`src/verilog/idp_pkg.sv`:
```
// constants, field layouts and carrier types of the identify parameter block
package idp_pkg;

  // ==========================================================
  // block geometry
  localparam int IDP_WORDS = 256;
  localparam logic [7:0] IDP_LAST_IDX = 8'hff;
  localparam int IDP_SERIAL_BYTES = 20;

  // ==========================================================
  // register byte offsets on the avalon slave
  localparam logic [7:0] OFS_CTRL = 8'h00;
  localparam logic [7:0] OFS_STATUS = 8'h04;
  localparam logic [7:0] OFS_DEF_GEOM = 8'h08;
  localparam logic [7:0] OFS_DEF_SPT = 8'h0c;
  localparam logic [7:0] OFS_TOTAL = 8'h10;
  localparam logic [7:0] OFS_CUR_GEOM = 8'h14;
  localparam logic [7:0] OFS_CUR_SPT = 8'h18;
  localparam logic [7:0] OFS_LBA = 8'h1c;
  localparam logic [7:0] OFS_MODE = 8'h20;
  localparam logic [7:0] OFS_SERIAL = 8'h24;
  localparam logic [7:0] OFS_SERIAL_LEN = 8'h38;

  // ==========================================================
  // register field positions
  localparam int CTRL_START_POS = 0;
  localparam int CTRL_IDE_POS = 1;
  localparam int STAT_BUSY_POS = 0;
  localparam int STAT_IDX_POS = 8;
  localparam int GEOM_HEADS_POS = 16;
  localparam int MODE_MULT_POS = 0;
  localparam int MODE_MDMA_POS = 8;
  localparam int MODE_PIO_POS = 10;
  localparam int MODE_AMDMA_POS = 13;

  // ==========================================================
  // word numbers inside the parameter block
  localparam logic [7:0] W_CONFIG = 8'h00;
  localparam logic [7:0] W_DEF_CYL = 8'h01;
  localparam logic [7:0] W_DEF_HEADS = 8'h03;
  localparam logic [7:0] W_DEF_SPT = 8'h06;
  localparam logic [7:0] W_TOTAL_MSW = 8'h07;
  localparam logic [7:0] W_TOTAL_LSW = 8'h08;
  localparam logic [7:0] W_SERIAL_FIRST = 8'h0a;
  localparam logic [7:0] W_SERIAL_LAST = 8'h13;
  localparam logic [7:0] W_VALIDITY = 8'h35;
  localparam logic [7:0] W_CUR_CYL = 8'h36;
  localparam logic [7:0] W_CUR_HEADS = 8'h37;
  localparam logic [7:0] W_CUR_SPT = 8'h38;
  localparam logic [7:0] W_CAP_LSW = 8'h39;
  localparam logic [7:0] W_CAP_MSW = 8'h3a;
  localparam logic [7:0] W_MULT = 8'h3b;
  localparam logic [7:0] W_LBA_LSW = 8'h3c;
  localparam logic [7:0] W_LBA_MSW = 8'h3d;
  localparam logic [7:0] W_MDMA = 8'h3f;
  localparam logic [7:0] W_ADV_PIO = 8'h40;
  localparam logic [7:0] W_MDMA_MIN = 8'h41;
  localparam logic [7:0] W_MDMA_REC = 8'h42;
  localparam logic [7:0] W_PIO_MIN = 8'h43;
  localparam logic [7:0] W_PIO_IORDY = 8'h44;
  localparam logic [7:0] W_IDE_TIMING = 8'ha3;
  localparam logic [7:0] W_PCC_TIMING = 8'ha4;

  // ==========================================================
  // fixed word contents
  localparam logic [15:0] VALIDITY_VAL = 16'h0003;
  localparam logic [15:0] MULT_VALID = 16'h0100;
  localparam logic [7:0] MDMA_SUPPORTED = 8'h07;
  localparam logic [15:0] ADV_PIO_SUPPORTED = 16'h0003;
  localparam logic [15:0] CYCLE_NS = 16'h0050;
  localparam logic [2:0] IDE_PIO_MAX = 3'h2;
  localparam logic [2:0] IDE_MDMA_MAX = 3'h2;
  localparam logic [2:0] PCC_IO_MAX = 3'h3;
  localparam logic [2:0] PCC_MEM_MAX = 3'h3;
  localparam logic [7:0] SERIAL_PAD = 8'h20;

  // ==========================================================
  // reset values
  localparam logic [15:0] GEOM_RST = 16'h0000;
  localparam logic [31:0] COUNT_RST = 32'h0000_0000;
  localparam logic [4:0] SERIAL_LEN_RST = 5'h00;

  // ==========================================================
  // carrier types
  typedef struct packed {
    logic mult;
    logic [1:0] mdma;
    logic [2:0] adv_pio;
    logic [2:0] adv_mdma;
  } idp_mode_s;

  typedef struct packed {
    logic [15:0] data;
    logic [7:0] index;
    logic last;
  } idp_word_s;

  typedef enum logic [1:0] {IDP_IDLE, IDP_SEND, IDP_DRAIN} idp_state_e;

endpackage

```
`src/verilog/idp_identify.sv`:
```
// identify parameter block builder with avalon register slave
// ==========================================================
// Summary of operation
// - identify data leaves as 256 words over the read-sector data handshake
// - reserved bits and words of the block read as zero
// - word 0 gives the removable value in pc card mode, alternate in true ide
// - words 1, 3, 6 give default cylinders, heads, sectors; word 3 high byte zero
// - words 7 and 8 give total sectors, word 7 the high half
// - words 10 to 19 hold the ascii serial number right justified
// - words 54 to 56 give current cylinders, heads, sectors per track
// - words 57 and 58 hold the product of current geometry
// - word 57 is the low half of current capacity, word 58 the high
// - word 59 bits 15 to 9 zero, bit 8 one
// - word 59 low byte is the multiple count, only zero or one
// - words 60 and 61 give sectors addressable by lba
// - word 63 high byte one-hot selected dma mode 0 to 2 in true ide, rest zero
// - word 63 low byte flags supported dma modes 0 to 2 in true ide, zero in pc card mode
// - dma modes above 2 and pio above 4 appear only in word 163
// - word 64 flags pio modes 3 and 4, bits 7 to 2 zero
// - word 65 returns 50h as minimum dma cycle time
// - word 66 returns 50h as recommended dma cycle time
// - word 67 returns 50h as pio cycle time without flow control
// - word 68 returns 50h as pio cycle time with iordy
// - word 163 bits 2 to 0 return 2
// - word 163 bits 5 to 3 return 2
// - word 163 bits 8 to 6 and 11 to 9 show selected advanced modes
// - word 164 bits 2 to 0 return 3
// - word 164 bits 5 to 3 return 3
`timescale 1ns/1ps
module idp_identify
  import idp_pkg::*;
#(
  parameter logic [15:0] CFG_WORD_PCC = 16'h8c8c, // arbitrary value
  parameter logic [15:0] CFG_WORD_IDE = 16'h0c0c // arbitrary value
)(
  input wire logic sys_clk,
  input wire logic rst,
  input wire logic [7:0] avs_address,
  input wire logic avs_read,
  input wire logic avs_write,
  input wire logic [31:0] avs_writedata,
  input wire logic [3:0] avs_byteenable,
  output logic [31:0] avs_readdata,
  output logic avs_waitrequest,
  input wire logic cmd_identify,
  input wire logic mode_upd_valid,
  input wire idp_mode_s mode_upd,
  output idp_word_s out_word,
  output logic out_valid,
  input wire logic out_ready,
  output logic busy,
  output logic done
);

  // ==========================================================
  // declarations
  idp_state_e state_r;
  logic [7:0] idx_r;
  logic [15:0] def_cyl_r;
  logic [7:0] def_heads_r;
  logic [15:0] def_spt_r;
  logic [31:0] total_r;
  logic [15:0] cur_cyl_r;
  logic [7:0] cur_heads_r;
  logic [15:0] cur_spt_r;
  logic [31:0] lba_r;
  idp_mode_s mode_r;
  logic ide_mode_r;
  logic [4:0] ser_len_r;
  logic [7:0] ser_r [IDP_SERIAL_BYTES];
  logic [7:0] ser_field [IDP_SERIAL_BYTES];
  logic [4:0] pad_cnt;
  logic [31:0] cap;
  logic [31:0] rd_mux;
  logic [31:0] wr_val;
  logic wr_go;
  logic start;
  logic load;
  logic [15:0] word_nxt;

  // ==========================================================
  // avalon handshake
  // merge write data into the old value by byte lane
  function automatic logic [31:0] be_merge(input logic [31:0] old, input logic [31:0] nw,
                                           input logic [3:0] be);
    logic [31:0] res;
    res = old;
    for (int b = 0; b < 4; b++) begin
      if (be[b]) begin
        res[8*b +: 8] = nw[8*b +: 8];
      end
    end
    return res;
  endfunction

  // one wait cycle, then a one-cycle grant
  always_ff @(posedge sys_clk) begin
    if (rst) begin
      avs_waitrequest <= 1'b1;
    end else if (!avs_waitrequest) begin
      avs_waitrequest <= 1'b1;
    end else if (avs_read || avs_write) begin
      avs_waitrequest <= 1'b0;
    end
  end

  assign wr_go = avs_write && !avs_waitrequest;
  assign wr_val = be_merge(rd_mux, avs_writedata, avs_byteenable);

  // read data captured in the wait cycle, stands through the grant
  always_ff @(posedge sys_clk) begin
    if (rst) begin
      avs_readdata <= 32'h0000_0000;
    end else if (avs_read && avs_waitrequest) begin
      avs_readdata <= rd_mux;
    end
  end

  // ==========================================================
  // register read mux, unmapped offsets read zero
  always_comb begin
    rd_mux = 32'h0000_0000;
    if (avs_address >= OFS_SERIAL && avs_address < OFS_SERIAL_LEN) begin
      for (int b = 0; b < 4; b++) begin
        rd_mux[8*b +: 8] = ser_r[5'(avs_address - OFS_SERIAL) + 5'(b)];
      end
    end else begin
      unique case (avs_address)
        OFS_CTRL: rd_mux[CTRL_IDE_POS] = ide_mode_r;
        OFS_STATUS: begin
          rd_mux[STAT_BUSY_POS] = busy;
          rd_mux[STAT_IDX_POS +: 8] = idx_r;
        end
        OFS_DEF_GEOM: rd_mux = {8'h00, def_heads_r, def_cyl_r};
        OFS_DEF_SPT: rd_mux[15:0] = def_spt_r;
        OFS_TOTAL: rd_mux = total_r;
        OFS_CUR_GEOM: rd_mux = {8'h00, cur_heads_r, cur_cyl_r};
        OFS_CUR_SPT: rd_mux[15:0] = cur_spt_r;
        OFS_LBA: rd_mux = lba_r;
        OFS_MODE: begin
          rd_mux[MODE_MULT_POS] = mode_r.mult;
          rd_mux[MODE_MDMA_POS +: 2] = mode_r.mdma;
          rd_mux[MODE_PIO_POS +: 3] = mode_r.adv_pio;
          rd_mux[MODE_AMDMA_POS +: 3] = mode_r.adv_mdma;
        end
        OFS_SERIAL_LEN: rd_mux[4:0] = ser_len_r;
        default: rd_mux = 32'h0000_0000;
      endcase
    end
  end

  // ==========================================================
  // geometry and count registers
  always_ff @(posedge sys_clk) begin
    if (rst) begin
      def_cyl_r <= GEOM_RST;
      def_heads_r <= 8'h00;
      def_spt_r <= GEOM_RST;
      total_r <= COUNT_RST;
    end else if (wr_go) begin
      if (avs_address == OFS_DEF_GEOM) begin
        def_cyl_r <= wr_val[15:0];
        def_heads_r <= wr_val[GEOM_HEADS_POS +: 8];
      end
      if (avs_address == OFS_DEF_SPT) begin
        def_spt_r <= wr_val[15:0];
      end
      if (avs_address == OFS_TOTAL) begin
        total_r <= wr_val;
      end
    end
  end

  // current translation registers
  always_ff @(posedge sys_clk) begin
    if (rst) begin
      cur_cyl_r <= GEOM_RST;
      cur_heads_r <= 8'h00;
      cur_spt_r <= GEOM_RST;
      lba_r <= COUNT_RST;
    end else if (wr_go) begin
      if (avs_address == OFS_CUR_GEOM) begin
        cur_cyl_r <= wr_val[15:0];
        cur_heads_r <= wr_val[GEOM_HEADS_POS +: 8];
      end
      if (avs_address == OFS_CUR_SPT) begin
        cur_spt_r <= wr_val[15:0];
      end
      if (avs_address == OFS_LBA) begin
        lba_r <= wr_val;
      end
    end
  end

  // interface mode and serial length, length clamped to the field
  always_ff @(posedge sys_clk) begin
    if (rst) begin
      ide_mode_r <= 1'b0;
      ser_len_r <= SERIAL_LEN_RST;
    end else if (wr_go) begin
      if (avs_address == OFS_CTRL) begin
        ide_mode_r <= wr_val[CTRL_IDE_POS];
      end
      if (avs_address == OFS_SERIAL_LEN) begin
        ser_len_r <= (wr_val[4:0] > 5'(IDP_SERIAL_BYTES)) ? 5'(IDP_SERIAL_BYTES) : wr_val[4:0];
      end
    end
  end

  // transfer mode settings, a host update from the command side wins
  always_ff @(posedge sys_clk) begin
    if (rst) begin
      mode_r <= '0;
    end else if (mode_upd_valid) begin
      mode_r <= mode_upd;
    end else if (wr_go && avs_address == OFS_MODE) begin
      mode_r.mult <= wr_val[MODE_MULT_POS];
      mode_r.mdma <= wr_val[MODE_MDMA_POS +: 2];
      mode_r.adv_pio <= wr_val[MODE_PIO_POS +: 3];
      mode_r.adv_mdma <= wr_val[MODE_AMDMA_POS +: 3];
    end
  end

  // ==========================================================
  // serial number store and right-justified field
  assign pad_cnt = 5'(IDP_SERIAL_BYTES) - ser_len_r;

  for (genvar k = 0; k < IDP_SERIAL_BYTES; k++) begin : g_ser
    // one byte lane of one serial register
    always_ff @(posedge sys_clk) begin
      if (rst) begin
        ser_r[k] <= 8'h00;
      end else if (wr_go && avs_address == OFS_SERIAL + 8'(4 * (k / 4))) begin
        ser_r[k] <= wr_val[8 * (k % 4) +: 8];
      end
    end
    // characters shifted to the end of the field, padded in front
    assign ser_field[k] = (5'(k) >= pad_cnt) ? ser_r[5'(k) - pad_cnt] : SERIAL_PAD;
  end

  // ==========================================================
  // current capacity product
  idp_capacity u_cap (
    .sys_clk(sys_clk),
    .rst(rst),
    .cyl(cur_cyl_r),
    .heads(cur_heads_r),
    .spt(cur_spt_r),
    .cap(cap)
  );

  // ==========================================================
  // word builder, every word not listed reads zero
  always_comb begin
    word_nxt = 16'h0000;
    if (idx_r >= W_SERIAL_FIRST && idx_r <= W_SERIAL_LAST) begin
      word_nxt = {ser_field[5'({idx_r - W_SERIAL_FIRST, 1'b0})],
                  ser_field[5'({idx_r - W_SERIAL_FIRST, 1'b1})]};
    end else begin
      unique case (idx_r)
        W_CONFIG: word_nxt = ide_mode_r ? CFG_WORD_IDE : CFG_WORD_PCC;
        W_DEF_CYL: word_nxt = def_cyl_r;
        W_DEF_HEADS: word_nxt = {8'h00, def_heads_r};
        W_DEF_SPT: word_nxt = def_spt_r;
        W_TOTAL_MSW: word_nxt = total_r[31:16];
        W_TOTAL_LSW: word_nxt = total_r[15:0];
        W_VALIDITY: word_nxt = VALIDITY_VAL;
        W_CUR_CYL: word_nxt = cur_cyl_r;
        W_CUR_HEADS: word_nxt = {8'h00, cur_heads_r};
        W_CUR_SPT: word_nxt = cur_spt_r;
        W_CAP_LSW: word_nxt = cap[15:0];
        W_CAP_MSW: word_nxt = cap[31:16];
        W_MULT: word_nxt = MULT_VALID | {15'h0000, mode_r.mult};
        W_LBA_LSW: word_nxt = lba_r[15:0];
        W_LBA_MSW: word_nxt = lba_r[31:16];
        W_MDMA: begin
          // pc card mode reports no dma in this word
          if (ide_mode_r) begin
            word_nxt[7:0] = MDMA_SUPPORTED;
            if (mode_r.mdma != 2'h0) begin
              word_nxt[4'd8 + 4'(mode_r.mdma - 2'h1)] = 1'b1;
            end
          end
        end
        W_ADV_PIO: word_nxt = ADV_PIO_SUPPORTED;
        W_MDMA_MIN: word_nxt = CYCLE_NS;
        W_MDMA_REC: word_nxt = CYCLE_NS;
        W_PIO_MIN: word_nxt = CYCLE_NS;
        W_PIO_IORDY: word_nxt = CYCLE_NS;
        W_IDE_TIMING: word_nxt = {4'h0, mode_r.adv_mdma, mode_r.adv_pio,
                                  IDE_MDMA_MAX, IDE_PIO_MAX};
        W_PCC_TIMING: word_nxt = {10'h000, PCC_MEM_MAX, PCC_IO_MAX};
        default: word_nxt = 16'h0000;
      endcase
    end
  end

  // ==========================================================
  // transfer sequencing
  assign start = cmd_identify || (wr_go && avs_address == OFS_CTRL && wr_val[CTRL_START_POS]);
  assign load = !out_valid || out_ready;

  // state and word counter; a start while busy is ignored
  always_ff @(posedge sys_clk) begin
    if (rst) begin
      state_r <= IDP_IDLE;
      idx_r <= 8'h00;
    end else begin
      unique case (state_r)
        IDP_IDLE: begin
          if (start) begin
            state_r <= IDP_SEND;
            idx_r <= 8'h00;
          end
        end
        IDP_SEND: begin
          if (load) begin
            if (idx_r == IDP_LAST_IDX) begin
              state_r <= IDP_DRAIN;
            end else begin
              idx_r <= idx_r + 8'h01;
            end
          end
        end
        IDP_DRAIN: begin
          if (out_ready) begin
            state_r <= IDP_IDLE;
          end
        end
      endcase
    end
  end

  // data word output stage, held until the sink takes it
  always_ff @(posedge sys_clk) begin
    if (rst) begin
      out_word <= '0;
      out_valid <= 1'b0;
    end else if (state_r == IDP_SEND && load) begin
      out_word.data <= word_nxt;
      out_word.index <= idx_r;
      out_word.last <= (idx_r == IDP_LAST_IDX);
      out_valid <= 1'b1;
    end else if (out_ready) begin
      out_valid <= 1'b0;
    end
  end

  // busy level and end-of-block pulse
  always_ff @(posedge sys_clk) begin
    if (rst) begin
      busy <= 1'b0;
      done <= 1'b0;
    end else begin
      done <= (state_r == IDP_DRAIN) && out_ready;
      if (state_r == IDP_IDLE && start) begin
        busy <= 1'b1;
      end else if (state_r == IDP_DRAIN && out_ready) begin
        busy <= 1'b0;
      end
    end
  end

endmodule

```
`src/verilog/idp_capacity.sv`:
```
// registered product of cylinders, heads and sectors per track
`timescale 1ns/1ps
module idp_capacity
  import idp_pkg::*;
(
  input wire logic sys_clk,
  input wire logic rst,
  input wire logic [15:0] cyl,
  input wire logic [7:0] heads,
  input wire logic [15:0] spt,
  output logic [31:0] cap
);

  logic [23:0] ch_r;
  logic [39:0] full;

  // first stage: cylinders times heads
  always_ff @(posedge sys_clk) begin
    if (rst) begin
      ch_r <= 24'h000000;
    end else begin
      ch_r <= 24'(cyl) * 24'(heads);
    end
  end

  // second stage: times sectors per track, kept to the double word
  assign full = 40'(ch_r) * 40'(spt);

  always_ff @(posedge sys_clk) begin
    if (rst) begin
      cap <= COUNT_RST;
    end else begin
      cap <= full[31:0];
    end
  end

endmodule

```
`config.mk`:
```
export PLATFORM = sky130hd
export DESIGN_NAME = idp_identify
export DESIGN_NICKNAME = d
export VERILOG_FILES = /design/src/verilog/idp_pkg.sv /design/src/verilog/idp_identify.sv /design/src/verilog/idp_capacity.sv
export SDC_FILE = /design/constraint.sdc
export NUM_CORES = 2
export LEC_CHECK = 0
export BUFFER_PORTS_ARGS = -buffer_cell sky130_fd_sc_hd__buf_2
export CAP_MARGIN = 10
export CORE_UTILIZATION = 30
export DETAILED_ROUTE_END_ITERATION = 6
export PLACE_DENSITY = 0.42
export SYNTH_ARGS = -nofsm -noshare
export SYNTH_HDL_FRONTEND = slang
export SYNTH_SLANG_ARGS = --single-unit
```
`constraint.sdc`:
```
create_clock -name sys_clk -period 13.5 [get_ports sys_clk]
set_input_delay 2.7 -clock sys_clk [delete_from_list [all_inputs] [get_ports sys_clk]]
set_output_delay 2.7 -clock sys_clk [all_outputs]
set_load 0.01 [all_outputs]
```
==> summary.txt <==
STA
  – Maximum operating frequency: 0.143 GHz
  – Worst-Margin Slew: between 1 and 1.5 ns
  – RSZ-0062 raised after global routing: no
  – Max_slew headroom: about 8.5%
  – Max-slew violations: 0
  – Tcrit/Tclk final: 51.8%
  – Final Hold Vio Count: 0
  – Setup TNS: 0 ns
  – Final worst path period need: between 6 and 7 ns
  – Clock skew: around 0.028 ns
  – Final setup viols: 0

Logic synthesis
  – Synth Area per Inst: about 9 sq um
  – Asr flop ratio synth: 0%
  – Main synth FF type: dfxtp_1
  – Sequential cell area fraction in the yosys report: around a fifth
  – Syn_nets: 5952
  – Synthesized area: 49400 sq um
  – Number of synthesized flops with an enable pin: 160
  – Synth cell types: between 100 and 150
  – Syn Inst Count: roughly 5.4k
  – Number of synthesized register bits: 446
  – Ys Warns: 0

Placement
  – Detailed placer's ending HPWL: roughly 180 mm
  – Placer Congestion: slightly above 1
  – PortBufs: between 100 and 150
  – Placed instance count: 7385

Setup path
  – CP max FO: 56
  – Worst path cell trace: clkbuf_8 -> buf_4 -> buf_4 -> mux4_2 -> mux4_2 -> nand2_1 -> o21ai_0 -> nand2_1 -> nand3_1 -> mux2i_1 -> nor2_1
  – Crit Path Class: in2reg
  – Startpoint type of the worst setup path: input pin
  – CP endpoint kind: flop
  – Top delay family on crit path: multiplexers
  – Buf+Inv Stages, Crit Path: 3
  – Worst Path Arrival: about 7.4 ns
  – Crit-path max cell delay: 1.01 ns
  – Req. time, crit path: 13.86 ns
  – Crit-path slowest cell: mux2i_1

Global route
  – Via count of the first global-routing pass: between 40k and 50k
  – GRT busiest layer: met2
  – Initial antenna violation count: 16
  – Met2 Resource Use GR: between 40 and 50%
  – First-pass GRT wire length: approximately 330 mm
  – GRT met3 Usage: 4.28%
  – Largest net degree at the start of global routing: 150
  – Congestion Overflow GR: 0
  – M1 GR Usage: between 30% and 40%
  – Tot GR Track Use: a little over a quarter

Clock network
  – Post-CTS setup buffers: 0
  – Clk slew on worst S/H paths: roughly 0.07 ns
  – CTS resizes: 0
  – # hold bufs at CTS: 0
  – CTS tree: yes
  – H-Tree Depth: 2
  – Worst-Skew Late Latency: around 0.67 ns
  – CTS buffer count: 56
  – Clock Sink Count: 446
  – Clock Tree Buf Depth: 3
  – Clock root buffer: clkbuf_16

Power and ir drop
  – Worst VDD drop: around 0.000098 V
  – Leakage dissipation: just over 20 nW
  – Power per standard cell area: between 70 and 80 nW/um^2

Detailed routing
  – Post-DRT Antenna Nets: 0
  – Vias after detailed routing: 43.5k
  – First drt pass iteration count: 7
  – Via density: about 5.8
  – Final WL: around 230 mm
  – Detail-routed net length per standard cell: approximately 31 microns
  – DR iter-0 viols: around 4.6k
  – Drc violations: 3

Flow run
  – Max Cap Viol: 0

Cells and area
  – Non-filler cells, final: 7494
  – Most frequent cells in the layout: nand2_1, nor2_1, inv_1
  – Nets: ~5.9k
  – P&R area growth vs syn: 9.64%
  – Most common cell after layout, fill and taps aside: nand2_1
  – Layout cells sized above 1: about 15%

Min path
  – Hold/Removal Path Class: reg2reg

Floorplan
  – Die Wd: ~400 microns
  – Row count: 148
  – Core Box Area: between 150000 and 200000 sq um
  – # IOs: approximately 120
  – DIE HEIGHT: just over 400 microns
  – Initial Utilization: 30.3%
  – Total die area: 166000 sq um

Outcome
  – Status: finished with violations
  – Failing checks: DRC
[Yosys cell counts (all sizes together) (71+ instances only)]
| master | count | area (sq um) |
|---|---|---|
| a22oi | 99 | 743 |
| nand2 | 633 | 2380 |
| nand3 | 81 | 405 |
| and2 | 221 | 1390 |
| inv | 436 | 1640 |
| o21ai | 206 | 1030 |
| mux2i | 323 | 3260 |
| a21oi | 328 | 1640 |
| dfxtp | 286 | 5730 |
| buf | 162 | 901 |
| mux4 | 288 | 6500 |
| mux2 | 71 | 800 |
| edfxtp | 160 | 4800 |
| ha | 159 | 1990 |
| nor2 | 562 | 2120 |
| fa | 364 | 7290 |
| clkbuf | 264 | 991 |
[routing by layer]
metal	wire (microns)	part of all wire, %
met4	14600	6.3
met5	46	0.020
met3	16800	7.3
met1	93300	40
met2	106000	46
[state kept, by name, summed over array words and instances, names as in the netlist, 8 cells and up]
register and cells:
def_spt_r 16, cur_heads_r 8, avs_readdata 32, mode_r 9, ser_r 160, total_r 32
cur_cyl_r 16, def_heads_r 8, def_cyl_r 16, idx_r 8, out_word 25, lba_r 32
u_cap.cap 32, u_cap.ch_r 24, cur_spt_r 16
[worst register-to-register path, delay by kind of cell (launching register included)]
family | cells | cell delay [ns]
compound gates | 5 | 1.78
fa+ha+maj | 2 | 0.97
buf+inv | 4 | 1.15
flops | 1 | 0.51
simple gates | 5 | 2.23
[logic make-up after synthesis]
family                   count (synthesis)  share of synthesized area, %
AO/OA/AOI/OAI                         1023                          13.4
buffers and inverters                  867                          7.18
adder cells (fa/ha/maj)                523                          18.8
XOR/XNOR                                88                          2.02
AND/OR/NAND/NOR                       1740                          15.9
flip-flops                             446                          21.3
multiplexers                           682                          21.4
[path summary, 6_finish.rpt]
path	start	to	slack, ns	cells past startpoint
hold reg to reg	out_word[3]$_SDFFE_PP0P_	out_word[3]$_SDFFE_PP0P_	0.45	2
hold / removal	out_word[3]$_SDFFE_PP0P_	out_word[3]$_SDFFE_PP0P_	0.45	2
setup / recovery	avs_address[0]	ser_r[6][2]$_SDFFCE_PN0P_	6.50	11
setup reg to reg	ser_len_r[0]$_SDFFE_PP0P_	out_word[13]$_SDFFE_PP0P_	6.83	16
[metrics by stage]
step	utilization [%]	setup WS, ns	power (W)	cell area, sq um	hold slack (ns)
3_3_place_gp	32.0	5.93	0.00220	52200	0.442
6_report	33.2	6.50	0.00381	54100	0.452
2_1_floorplan	-	5.71	0.00188	49400	0.449
4_1_cts	33.2	6.62	0.00382	54100	0.453
5_1_grt	33.2	6.21	0.00391	54100	0.474
3_5_place_dp	32.0	5.91	0.00219	52200	0.445
[power by group]
part	switching, W	internal, W
Combinational	0.000448	0.000237
Sequential	0.0000731	0.00143
Clock	0.000680	0.000948
[final cells by class]
type / instances / area (sq um)
Tap cell: 2175 / 2720
Antenna cell: 3 / 7.51
Clock buffer: 67 / 1490
Clock inverter: 38 / 465
Sequential cell: 446 / 10500
Timing Repair Buffer: 268 / 1750
Inverter: 441 / 1660
Multi-Input combinational cell: 4056 / 35500
Fill cell: 16900 / 109000
No activity file was read; power rests on OpenSTA's default activity.
